--- config.mk ---
export PLATFORM = sky130hd
export DESIGN_NAME = sse_exec_unit
export DESIGN_NICKNAME = d
export VERILOG_FILES = /design/src/logic/sse_pkg.sv /design/src/logic/sse_exec_unit.sv /design/src/logic/sse_cond_eval.sv
export SDC_FILE = /design/constraint.sdc
export NUM_CORES = 1
export LEC_CHECK = 0
export BUFFER_PORTS_ARGS = -buffer_cell sky130_fd_sc_hd__buf_2
export CAP_MARGIN = 10
export CORE_ASPECT_RATIO = 0.5
export CORE_MARGIN = 2
export CORE_UTILIZATION = 30
export CTS_BUF_LIST = sky130_fd_sc_hd__clkbuf_4 sky130_fd_sc_hd__clkbuf_8
export CTS_CLUSTER_DIAMETER = 50
export DETAILED_ROUTE_END_ITERATION = 7
export PLACE_DENSITY = 0.63
export SYNTH_ARGS = -nofsm -noshare
export SYNTH_HDL_FRONTEND = slang
export SYNTH_HIERARCHICAL = 1
export SYNTH_SLANG_ARGS = --single-unit
--- constraint.sdc ---
create_clock -name clk -period 6.8 [get_ports clk]
set_input_delay 0.34 -clock clk [delete_from_list [all_inputs] [get_ports clk]]
set_output_delay 0.34 -clock clk [all_outputs]
set_load 0.005 [all_outputs]
--- src/logic/sse_pkg.sv ---
// shared constants and types for the swap, soft trap and coprocessor op unit
package sse_pkg;
	// instruction classes are recognised by mask and match
	localparam logic [31:0] SWAP_MASK = 32'h0fb0_0ff0;
	localparam logic [31:0] SWAP_MATCH = 32'h0100_0090;
	// the low 24 bits of a soft trap are a comment and stay out of the mask
	localparam logic [31:0] TRAP_MASK = 32'h0f00_0000;
	localparam logic [31:0] TRAP_MATCH = 32'h0f00_0000;
	// coprocessor op: only bit 4 and bits 27..24 are in the mask, the condition field is checked apart
	localparam logic [31:0] CDP_MASK = 32'h0f00_0010;
	localparam logic [31:0] CDP_MATCH = 32'h0e00_0000;
	// flag-setting move of the link register into the program counter
	localparam logic [31:0] RET_MASK = 32'h0fff_ffff;
	localparam logic [31:0] RET_MATCH = 32'h01b0_f00e;
	localparam int COND_LSB = 28;
	localparam int BYTE_BIT = 22;
	localparam int BASE_LSB = 16;
	localparam int DEST_LSB = 12;
	localparam int FLAG_LSB = 28;
	localparam logic [31:0] TRAP_VECTOR = 32'h0000_0008;
	localparam logic [31:0] LINK_STEP = 32'h0000_0004;
	localparam logic [4:0] MODE_SVC = 5'h13;
	localparam logic [31:0] STATUS_RST = 32'h0000_00d3;
	localparam int BUSY_WAIT = 0;

	typedef enum logic [1:0] {
		CYC_NONE = 2'b00,
		CYC_SEQ = 2'b01,
		CYC_NSEQ = 2'b10,
		CYC_INT = 2'b11
	} sse_cyc_t;

	typedef enum logic [3:0] {
		ST_IDLE = 4'b0000,
		ST_SW_RD = 4'b0001,
		ST_SW_WR = 4'b0010,
		ST_SW_INT = 4'b0011,
		ST_SW_SEQ = 4'b0100,
		ST_TR_N = 4'b0101,
		ST_TR_S1 = 4'b0110,
		ST_TR_S2 = 4'b0111,
		ST_CP_S = 4'b1000,
		ST_CP_BW = 4'b1001
	} sse_state_t;
endpackage

--- src/logic/sse_exec_unit.sv ---
// execution unit for locked swap, soft trap and coprocessor data ops
// What this block does
// RULE1 - run only when the condition passes
// RULE2 - read and write form one uninterruptible pair
// RULE3 - read base, write source, old value to dest
// RULE4 - lock high across both swap accesses
// RULE5 - memory manager keeps the bus while locked
// RULE6 - byte bit set swaps byte, clear swaps word
// RULE7 - swap uses load and store lane handling
// RULE8 - abort on either access takes data abort
// RULE9 - swap costs 1S 2N 1I
// RULE10 - soft trap: supervisor mode, save status, vector 0x08
// RULE11 - link gets address of following word
// RULE12 - flag-setting return restores status and program
// RULE13 - low 24 bits of soft trap ignored
// RULE14 - soft trap costs 2S 1N
// RULE15 - every coprocessor op takes undefined trap
// RULE16 - no result and no wait for coprocessor
// RULE17 - only bit 4 and bits 31..24 decoded
// RULE18 - coprocessors ignore foreign number fields
// RULE19 - coprocessor op costs 1S plus busy-wait cycles
`timescale 1ns/1ps
`default_nettype none
module sse_exec_unit #(
	parameter int BW_W = 8,
	parameter logic [BW_W-1:0] BUSY_CYCLES = BW_W'(sse_pkg::BUSY_WAIT)
) (
	input wire logic clk,
	input wire logic sys_rst,
	input wire logic instr_valid,
	output logic instr_ready,
	input wire logic [31:0] instr,
	input wire logic [31:0] instr_addr,
	input wire logic [31:0] base_val,
	input wire logic [31:0] src_val,
	input wire logic big_endian,
	input wire logic flag_we,
	input wire logic [3:0] flag_in,
	output logic mem_req,
	output logic mem_write,
	output logic mem_lock,
	output logic [31:0] mem_addr,
	output logic [31:0] mem_wdata,
	output logic [3:0] mem_be,
	input wire logic [31:0] mem_rdata,
	input wire logic mem_ack,
	input wire logic mem_abort,
	output logic irq_hold,
	output sse_pkg::sse_cyc_t cyc_type,
	output logic wb_en,
	output logic [3:0] wb_idx,
	output logic [31:0] wb_data,
	output logic pc_load,
	output logic [31:0] pc_value,
	output logic trap_data_abort,
	output logic trap_undef,
	output logic [31:0] status_word,
	output logic [31:0] saved_status,
	output logic [31:0] link_reg
);
	sse_pkg::sse_state_t state;
	logic cond_pass, take, exec;
	logic is_swap, is_trap, is_cdp, is_ret;
	logic byte_mode, ab_seen;
	logic [1:0] lane;
	logic [3:0] dest_idx;
	logic [31:0] read_val;
	logic [BW_W-1:0] bw_cnt;

	function automatic logic sse_match(input logic [31:0] w, input logic [31:0] m,
		input logic [31:0] v);
		return (w & m) == v;
	endfunction

	function automatic logic [31:0] sse_rotr(input logic [31:0] w, input logic [1:0] sh);
		unique case (sh)
			2'b00: return w;
			2'b01: return {w[7:0], w[31:8]};
			2'b10: return {w[15:0], w[31:16]};
			2'b11: return {w[23:0], w[31:24]};
		endcase
	endfunction

	// RULE1 - condition gate
	sse_cond_eval u_cond (
		.cond(instr[sse_pkg::COND_LSB +: 4]),
		.flags(status_word[sse_pkg::FLAG_LSB +: 4]),
		.pass(cond_pass)
	);

	assign instr_ready = state == sse_pkg::ST_IDLE;
	assign take = instr_valid && instr_ready;
	assign exec = take && cond_pass;
	assign is_swap = sse_match(instr, sse_pkg::SWAP_MASK, sse_pkg::SWAP_MATCH);
	// RULE13 - comment field ignored
	assign is_trap = sse_match(instr, sse_pkg::TRAP_MASK, sse_pkg::TRAP_MATCH);
	// RULE17 - narrow decode
	assign is_cdp = sse_match(instr, sse_pkg::CDP_MASK, sse_pkg::CDP_MATCH);
	assign is_ret = sse_match(instr, sse_pkg::RET_MASK, sse_pkg::RET_MATCH);

	// RULE2 - locked pair
	// RULE4 - lock across read and write
	assign mem_req = state == sse_pkg::ST_SW_RD || state == sse_pkg::ST_SW_WR;
	assign mem_write = state == sse_pkg::ST_SW_WR;
	assign mem_lock = mem_req;
	// interrupts are held off through the swap's internal cycle too, not only while locked
	assign irq_hold = state inside {sse_pkg::ST_SW_RD, sse_pkg::ST_SW_WR,
		sse_pkg::ST_SW_INT};

	// RULE9 - swap cycle classes
	// RULE14 - soft trap cycle classes
	// RULE19 - coprocessor cycle classes
	always_comb begin
		unique case (state)
			sse_pkg::ST_SW_RD, sse_pkg::ST_SW_WR, sse_pkg::ST_TR_N:
				cyc_type = sse_pkg::CYC_NSEQ;
			sse_pkg::ST_SW_INT, sse_pkg::ST_CP_BW: cyc_type = sse_pkg::CYC_INT;
			sse_pkg::ST_SW_SEQ, sse_pkg::ST_TR_S1, sse_pkg::ST_TR_S2, sse_pkg::ST_CP_S:
				cyc_type = sse_pkg::CYC_SEQ;
			default: cyc_type = sse_pkg::CYC_NONE;
		endcase
	end

	// sequencing
	always_ff @(posedge clk) begin
		if (sys_rst) begin
			state <= sse_pkg::ST_IDLE;
		end else begin
			unique case (state)
				sse_pkg::ST_IDLE: begin
					if (exec && is_swap) begin
						state <= sse_pkg::ST_SW_RD;
					end else if (exec && is_trap) begin
						state <= sse_pkg::ST_TR_N;
					end else if (exec && is_cdp) begin
						state <= sse_pkg::ST_CP_S;
					end
				end
				// RULE5 - memory manager may stretch each access but must not split them
				sse_pkg::ST_SW_RD: if (mem_ack) state <= sse_pkg::ST_SW_WR;
				sse_pkg::ST_SW_WR: if (mem_ack) state <= sse_pkg::ST_SW_INT;
				sse_pkg::ST_SW_INT: state <= sse_pkg::ST_SW_SEQ;
				sse_pkg::ST_SW_SEQ: state <= sse_pkg::ST_IDLE;
				sse_pkg::ST_TR_N: state <= sse_pkg::ST_TR_S1;
				sse_pkg::ST_TR_S1: state <= sse_pkg::ST_TR_S2;
				sse_pkg::ST_TR_S2: state <= sse_pkg::ST_IDLE;
				// RULE16 - no coprocessor handshake is waited on
				sse_pkg::ST_CP_S: begin
					state <= (BUSY_CYCLES == '0) ? sse_pkg::ST_IDLE : sse_pkg::ST_CP_BW;
				end
				sse_pkg::ST_CP_BW: begin
					if (bw_cnt == BUSY_CYCLES - BW_W'(1)) state <= sse_pkg::ST_IDLE;
				end
				default: state <= sse_pkg::ST_IDLE;
			endcase
		end
	end

	// busy-wait counter, idle without a coprocessor
	always_ff @(posedge clk) begin
		if (sys_rst || state != sse_pkg::ST_CP_BW) begin
			bw_cnt <= '0;
		end else begin
			bw_cnt <= bw_cnt + BW_W'(1);
		end
	end

	// RULE3 - address from base, data from source
	// RULE6 - byte or word select
	// RULE7 - store lane placement
	always_ff @(posedge clk) begin
		if (sys_rst) begin
			mem_addr <= '0;
			mem_wdata <= '0;
			mem_be <= '0;
			byte_mode <= 1'b0;
			lane <= '0;
			dest_idx <= '0;
		end else if (exec && is_swap) begin
			mem_addr <= base_val;
			byte_mode <= instr[sse_pkg::BYTE_BIT];
			dest_idx <= instr[sse_pkg::DEST_LSB +: 4];
			lane <= base_val[1:0] ^ {2{big_endian}};
			if (instr[sse_pkg::BYTE_BIT]) begin
				mem_wdata <= {4{src_val[7:0]}};
				mem_be <= 4'h1 << (base_val[1:0] ^ {2{big_endian}});
			end else begin
				mem_wdata <= src_val;
				mem_be <= 4'hf;
			end
		end
	end

	// RULE7 - load lane extraction and word rotation
	always_ff @(posedge clk) begin
		if (sys_rst) begin
			read_val <= '0;
		end else if (state == sse_pkg::ST_SW_RD && mem_ack) begin
			if (byte_mode) begin
				read_val <= {24'h00_0000, mem_rdata[{lane, 3'b000} +: 8]};
			end else begin
				read_val <= sse_rotr(mem_rdata, mem_addr[1:0]);
			end
		end
	end

	// RULE8 - abort on either access, set wins over the clear at start
	always_ff @(posedge clk) begin
		if (sys_rst) begin
			ab_seen <= 1'b0;
		end else if (mem_req && mem_ack && mem_abort) begin
			ab_seen <= 1'b1;
		end else if (exec && is_swap) begin
			ab_seen <= 1'b0;
		end
	end

	// RULE3 - old memory value to destination after the write
	// RULE8 - aborted swap leaves the destination alone
	always_ff @(posedge clk) begin
		if (sys_rst) begin
			wb_en <= 1'b0;
			wb_idx <= '0;
			wb_data <= '0;
			trap_data_abort <= 1'b0;
		end else begin
			wb_en <= state == sse_pkg::ST_SW_INT && !ab_seen;
			trap_data_abort <= state == sse_pkg::ST_SW_INT && ab_seen;
			if (state == sse_pkg::ST_SW_INT) begin
				wb_idx <= dest_idx;
				wb_data <= read_val;
			end
		end
	end

	// RULE15 - absent coprocessor, undefined trap for its ops
	always_ff @(posedge clk) begin
		if (sys_rst) begin
			trap_undef <= 1'b0;
		end else begin
			trap_undef <= (state == sse_pkg::ST_CP_S && BUSY_CYCLES == '0) ||
				(state == sse_pkg::ST_CP_BW && bw_cnt == BUSY_CYCLES - BW_W'(1));
		end
	end

	// RULE10 - supervisor entry, status save and fixed vector
	// RULE11 - link to the following word
	// RULE12 - return restores status from the saved copy
	always_ff @(posedge clk) begin
		if (sys_rst) begin
			status_word <= sse_pkg::STATUS_RST;
			saved_status <= '0;
			link_reg <= '0;
			pc_load <= 1'b0;
			pc_value <= '0;
		end else begin
			pc_load <= 1'b0;
			if (exec && is_trap) begin
				saved_status <= status_word;
				status_word <= {status_word[31:5], sse_pkg::MODE_SVC};
				link_reg <= instr_addr + sse_pkg::LINK_STEP;
				pc_load <= 1'b1;
				pc_value <= sse_pkg::TRAP_VECTOR;
			end else if (exec && is_ret && status_word[4:0] == sse_pkg::MODE_SVC) begin
				// the restore overrides any flag write in the same cycle
				status_word <= saved_status;
				pc_load <= 1'b1;
				pc_value <= link_reg;
			end else if (flag_we) begin
				status_word[sse_pkg::FLAG_LSB +: 4] <= flag_in;
			end
		end
	end
endmodule
`default_nettype wire

--- src/logic/sse_cond_eval.sv ---
// condition field check against the flags
`timescale 1ns/1ps
`default_nettype none
module sse_cond_eval (
	input wire logic [3:0] cond,
	input wire logic [3:0] flags,
	output logic pass
);
	logic n, z, c, v;
	assign n = flags[3];
	assign z = flags[2];
	assign c = flags[1];
	assign v = flags[0];
	always_comb begin
		unique case (cond)
			4'h0: pass = z;
			4'h1: pass = !z;
			4'h2: pass = c;
			4'h3: pass = !c;
			4'h4: pass = n;
			4'h5: pass = !n;
			4'h6: pass = v;
			4'h7: pass = !v;
			4'h8: pass = c && !z;
			4'h9: pass = !c || z;
			4'ha: pass = n == v;
			4'hb: pass = n != v;
			4'hc: pass = !z && (n == v);
			4'hd: pass = z || (n != v);
			4'he: pass = 1'b1;
			4'hf: pass = 1'b0;
		endcase
	end
endmodule
`default_nettype wire

Yosys cells after proc, flatten, opt, wreduce, memory -nomap -nowiden. Memory sizes are Yosys's and may differ from the RTL's. A register that Yosys moved wholly into a read port is not among the register bits. Cells that the tools add are included.

Register bits: 288. Memory bits (read-only): 32. Input bits: 171. Output and inout port bits: 243. Word-level logic and storage cells: 126. Memories kept: 1.

Memories: (name not given) (words 16, width 2, read ports 1, clocked after memory_dff 1, wr ports 0, line sse_exec_unit.sv:114) `unique case (state)`.

$add $sub $neg: 2. Equality and inequality tests: 38. Shift operators: 2. Mux-type cells: 22. Bitwise gates (word level): 2. Reduce and logical (&&, ||, !) cells: 36.

Operators with widths (number): $pmux W32 S4 (1); $mux W32 (2); $mux W4 (13); $eq A4 B4 Y1 const B (11); $add A32 B3 Y32 const B (1); $shiftx A32 B6 Y8 (1); $eq A28 B25 Y1 const B (1); $pmux W4 S7 (1); $eq A4 B3 Y1 const B (6); $eq A4 B2 Y1 const B (4); $pmux W1 S16 (1); $eq A15 B12 Y1 const B (1); $logic_and A1 B1 Y1 (15); $eq A5 B5 Y1 const B (2); $add A8 B1 Y8 const B (1); $eq A4 B1 Y1 const B (2); $eq A8 B8 Y1 const B (1); $logic_not A4 Y1 (2); $reduce_bool A2 Y1 (3); $logic_not A1 Y1 (5); $logic_or A1 B1 Y1 (5); $eq A2 B2 Y1 const B (2); $mux W1 (4); $ne A2 B2 Y1 const B (2); 14 further kinds (15).

Longest topological paths before layout.
Depth in word-level cells: 11. Depth in mapped cells: 13.

By module. Netlist, hierarchy kept.

By module, submodules not included: sse_exec_unit (instances 1, cells each 1382, area each 12071.6 um2, seq. area each 5805.6 um2); sse_cond_eval (instances 1, cells each 23, area each 155.1 um2, seq. area each 0.0 um2).

Least setup slack after synthesis. No wires, ideal clock.

Path type: reg-to-reg. Start point: register status_word[28]. End point: register, netlist name cyc_type[1]. Setup time: 0.091 ns. Arrival: 2.699 ns. Setup slack: 4.010 ns. Stages on the path, launching flop included: 12. Path buffers: 1. Clock period less this slack: 2.790 ns. Cells stage by stage: dfxtp_1 xor2_1 xor2_1 a2111oi_1 a311oi_1 o22ai_1 nor4bb_1 nand4_1 or2_2 clkbuf_1 a311o_1 a311oi_1.

Cells in the longest elaborated chain, start to end: 10. Elaborated cells on any way between the ends: 17. Those cells by class: eq/ne: 3; mux: 6; reduce/logical: 8.

RTL lines: start, declared (line sse_exec_unit.sv:57) `output logic [31:0] status_word,`; start signal, assigned (line sse_exec_unit.sv:251) `status_word <= sse_pkg::STATUS_RST;`; start signal, assigned (line sse_exec_unit.sv:260) `status_word <= {status_word[31:5], sse_pkg::MODE_SVC};`; start signal, assigned (line sse_exec_unit.sv:266) `status_word <= saved_status;`; $ne A1 B1 Y1 or $eq A1 B1 Y1 (tied branches); $logic_or A1 B1 Y1 or $logic_and A1 B1 Y1 (tied branches) (line sse_cond_eval.sv:29, sse_cond_eval.sv:28); $pmux W1 S16 * (line sse_cond_eval.sv:15) `unique case (cond)`; named net cond_pass (line sse_exec_unit.sv:62) `logic cond_pass, take, exec;`; $logic_and A1 B1 Y1 * (line sse_exec_unit.sv:93) `assign exec = take && cond_pass;`; $logic_and A1 B1 Y1 (line sse_exec_unit.sv:133) `end else if (exec && is_trap) begin`; $mux W4 (line sse_exec_unit.sv:133); $mux W4 (line sse_exec_unit.sv:131) `if (exec && is_swap) begin`; $pmux W4 S7 (line sse_exec_unit.sv:129) `unique case (state)`; $mux W4 (no source line) * (2 in series).

The timed path passes the listed nets; every way through them passes the cells marked *. A chain may end at the register's enable or synchronous reset.

Worst setup path in the final report.
Start point: register status_word[28]. End point: register, netlist name cyc_type[1].

Cells in the longest elaborated chain, start to end: 10. Elaborated cells on any way between the ends: 17. Those cells by class: eq/ne: 3; mux: 6; reduce/logical: 8.

RTL lines (line): $ne A1 B1 Y1 or $eq A1 B1 Y1 (tied branches); $logic_or A1 B1 Y1 or $logic_and A1 B1 Y1 (tied branches) (sse_cond_eval.sv:29, sse_cond_eval.sv:28); $pmux W1 S16 * (sse_cond_eval.sv:15); named net cond_pass (sse_exec_unit.sv:62); $logic_and A1 B1 Y1 * (sse_exec_unit.sv:93); $logic_and A1 B1 Y1 (sse_exec_unit.sv:133); $mux W4 (sse_exec_unit.sv:133); $mux W4 (sse_exec_unit.sv:131); $pmux W4 S7 (sse_exec_unit.sv:129); $mux W4 (no source line) * (2 in series).

Marked as above.

==> reports/metrics.cfg <==
[global_route]
grt_overflow_total = 0
grt_max_degree = 131
grt_pass1_vias = 10700
grt_pass1_wl_um = 61300
grt_usage_pct = 18.3
antenna_found_initial = 8

[logic_synthesis]
ys_warn_count = 6
synthFlopType = dfxtp_1
synth.area.top_cells = dfxtp_1 (47%), nand2_1 (9.8%), mux4_2 (7.4%)
ys_seq_elements = 290
syn_inst = 1405
synth.top_cell.area_share_pct = 47.5
synth_edf_count = 0
syn-cell-area_um2 = 12200
synth_area_per_cell_um2 = 8.70
yosysTopAreaCell = dfxtp_1
synth_nets = 1578
yosysSeqAreaShare_pct = 47.5
synthArstFlopShare_pct = 0
ys_types = 52

[power]
clkPwrFrac_pct = 44.4
ir_drop_v = 0.000118
cell_internal_pwr_uw = 2630
p_seq_share_pct = 49.3
p_sw_share_pct = 24.1
p_per_area_nw_per_um2 = 218
p_switching_uw = 836
comb_power_share_pct = 6.3
p_leak_uw = 0.00640

[route]
drt_iter0_drc = 656
routed_wirelength_um = 40600
avgViaCountPerCell = 4.79
drc = 0
dr_total_vias = 11400
wl_per_cell_um = 17.1
final_antenna_net_count = 0
drt_pass1_iterations = 5

[worst_hold_path]
hold_path.class = input pin to flop

[floorplan]
boundaryPins = 414
start_util_pct = 30.3
dieArea_um2 = 42500
chipWidth_um = 290
fp-row-count = 52
core_um2 = 40300
die_h_um = 147

[clocking]
clk_pin_slew_ns = 0.07
h-tree-depth = 2
worstSkewPairLatency_ns = 0.58
cts_root_buffer = clkbuf_8
cts_resized = 0
cts_buffer_depth = 3
cts_num_sinks = 290
cts_tree = done
numCtsBuffers = 46

[final_layout]
nets = 1973
layout_commonest_cell = buf_2
final_util_pct = 39.5
drive_above_1_share_pct = 30.3
stdcell_area_um2 = 15900
most-common-layout-cells = buf_2 (412), nand2_1 (320), dfxtp_1 (288), a21oi_1 (158), nor2_1 (141)
fillers = 4140
area_delta_synth_final_pct = 30.3

[sta]
finalCritPeriodShare_pct = 55.1
rsz0062_at_grt = no
min_period_ns = 3.75
relSlewSlack_pct = 20.8
holdWs_ns = 0.0565
clock.fmax_mhz = 267
hold_viol = 0
finalMaxSlewViolations = 0
finalSetupViolCount = 0
finalClockSkew_ns = 0.0311
tightestPinTransition_ns = 1.18
finalSetupTns_ns = 0

[placed_design]
placed_cell_area_um2 = 14600
dp_hpwl_um = 28700
portBuffers = 413
gp_congestion = 0.939

[worst_setup_path]
arrival_ns = 4.22
worstSetupPathType = flop to flop
endpoint_kind = flop
crit_path_max_fanout = 51
crit_required_ns = 7.28
start_kind = flop

[flow_run]
maxCapViolations = 0

[run_status]
status = finished, final reports clean

==> cell type report <==
type	count	area (µm²)	area share, %
Antenna cell	7	17.5	0.110
Clock buffer	66	833	5.23
Clock inverter	12	96.3	0.605
Inverter	6	22.5	0.141
Multi-Input combinational cell	993	5930	37.2
Sequential cell	290	5810	36.5
Tap cell	540	676	4.24
Timing Repair Buffer	463	2550	16.0
==> worst paths after layout <==
kind,slack (ns),start,endpoint,cells after the start
worst max-delay path,3.05,status_word[28]$_SDFFE_PP0P_,cyc_type[1]$_DFF_P_,10
worst min-delay path,0.06,src_val[0],mem_wdata[0]$_SDFFE_PP0P_,3
worst max register to register,3.05,status_word[28]$_SDFFE_PP0P_,cyc_type[1]$_DFF_P_,10
worst min register to register,0.45,dest_idx[1]$_SDFFE_PP0P_,wb_idx[1]$_SDFFE_PP0P_,2
==> timing repair <==
item,4_1_cts,5_1_grt
endpoints found under the hold margin,38,0
buffers inserted,0,0
hold buffers,38,0
==> critical path, stage by stage (launching register included) <==
cell and delay (ns):
dfxtp_1 0.40, xor2_1 0.28, xor2_1 0.12, a2111oi_1 0.44, a311oi_1 0.09, o22ai_1 0.26, nor4bb_1 0.26, nand4_1 0.30
or2_2 0.75, a311o_1 0.52, a311oi_1 0.24
==> layer usage <==
metal | GRT usage (%) | part of all wire (%) | routed length (µm)
met5 | 0 | 0.017 | 7
met4 | 8.13 | 3.8 | 1530
met3 | 3.80 | 4.3 | 1750
met2 | 30.4 | 49 | 19800
met1 | 23.0 | 43 | 17500
==> through the flow <==
stage / instances / total power (µW) / worst slack, ns
after detailed placement: 2254 / 1950 / 3.07
after global placement: 2254 / 1950 / 3.08
final: 2377 / 3470 / 3.05
after CTS: 2370 / 3520 / 3.03
after global routing: 2376 / 3610 / 2.72
after floorplan: 1405 / 1840 / 4.01
==> synthesized netlist by cell type (all sizes together) (3+ instances only) <==
library cell  count
nand2b            6
or4               3
o21ai             7
a21oi           158
and2              4
nor4              6
and4              7
mux2i            38
xor2             25
nor3b             3
xnor2            15
dfxtp           290
nor2            142
buf              33
a311oi            7
nand2           320
mux4             40
nand4            15
clkbuf           83
and3              7
a22oi            24
nand3            20
nor3             54
a211oi           64
inv               6
nand3b            4
nor4b             4
==> power groups by stage <==
stage	Clock [µW]	Combinational, µW	Sequential, µW
2_1_floorplan	0	96.3	1750
3_3_place_gp	0	197	1750
3_5_place_dp	0	198	1750
4_1_cts	1590	217	1710
5_1_grt	1670	236	1710
6_report	1540	218	1710
==> kinds of logic after synthesis <==
kind of cell	Yosys count	synth area share, %
DFF	290	47.5
muxes	78	10.5
buffers and inverters	122	4.16
xor gates and xnor gates	40	2.87
AOI/OAI and AO/OA	270	13.5
and+or+nand+nor	603	21.3
adders and majority gates	2	0.205
Note: power is estimated with default switching activity, not from simulation.
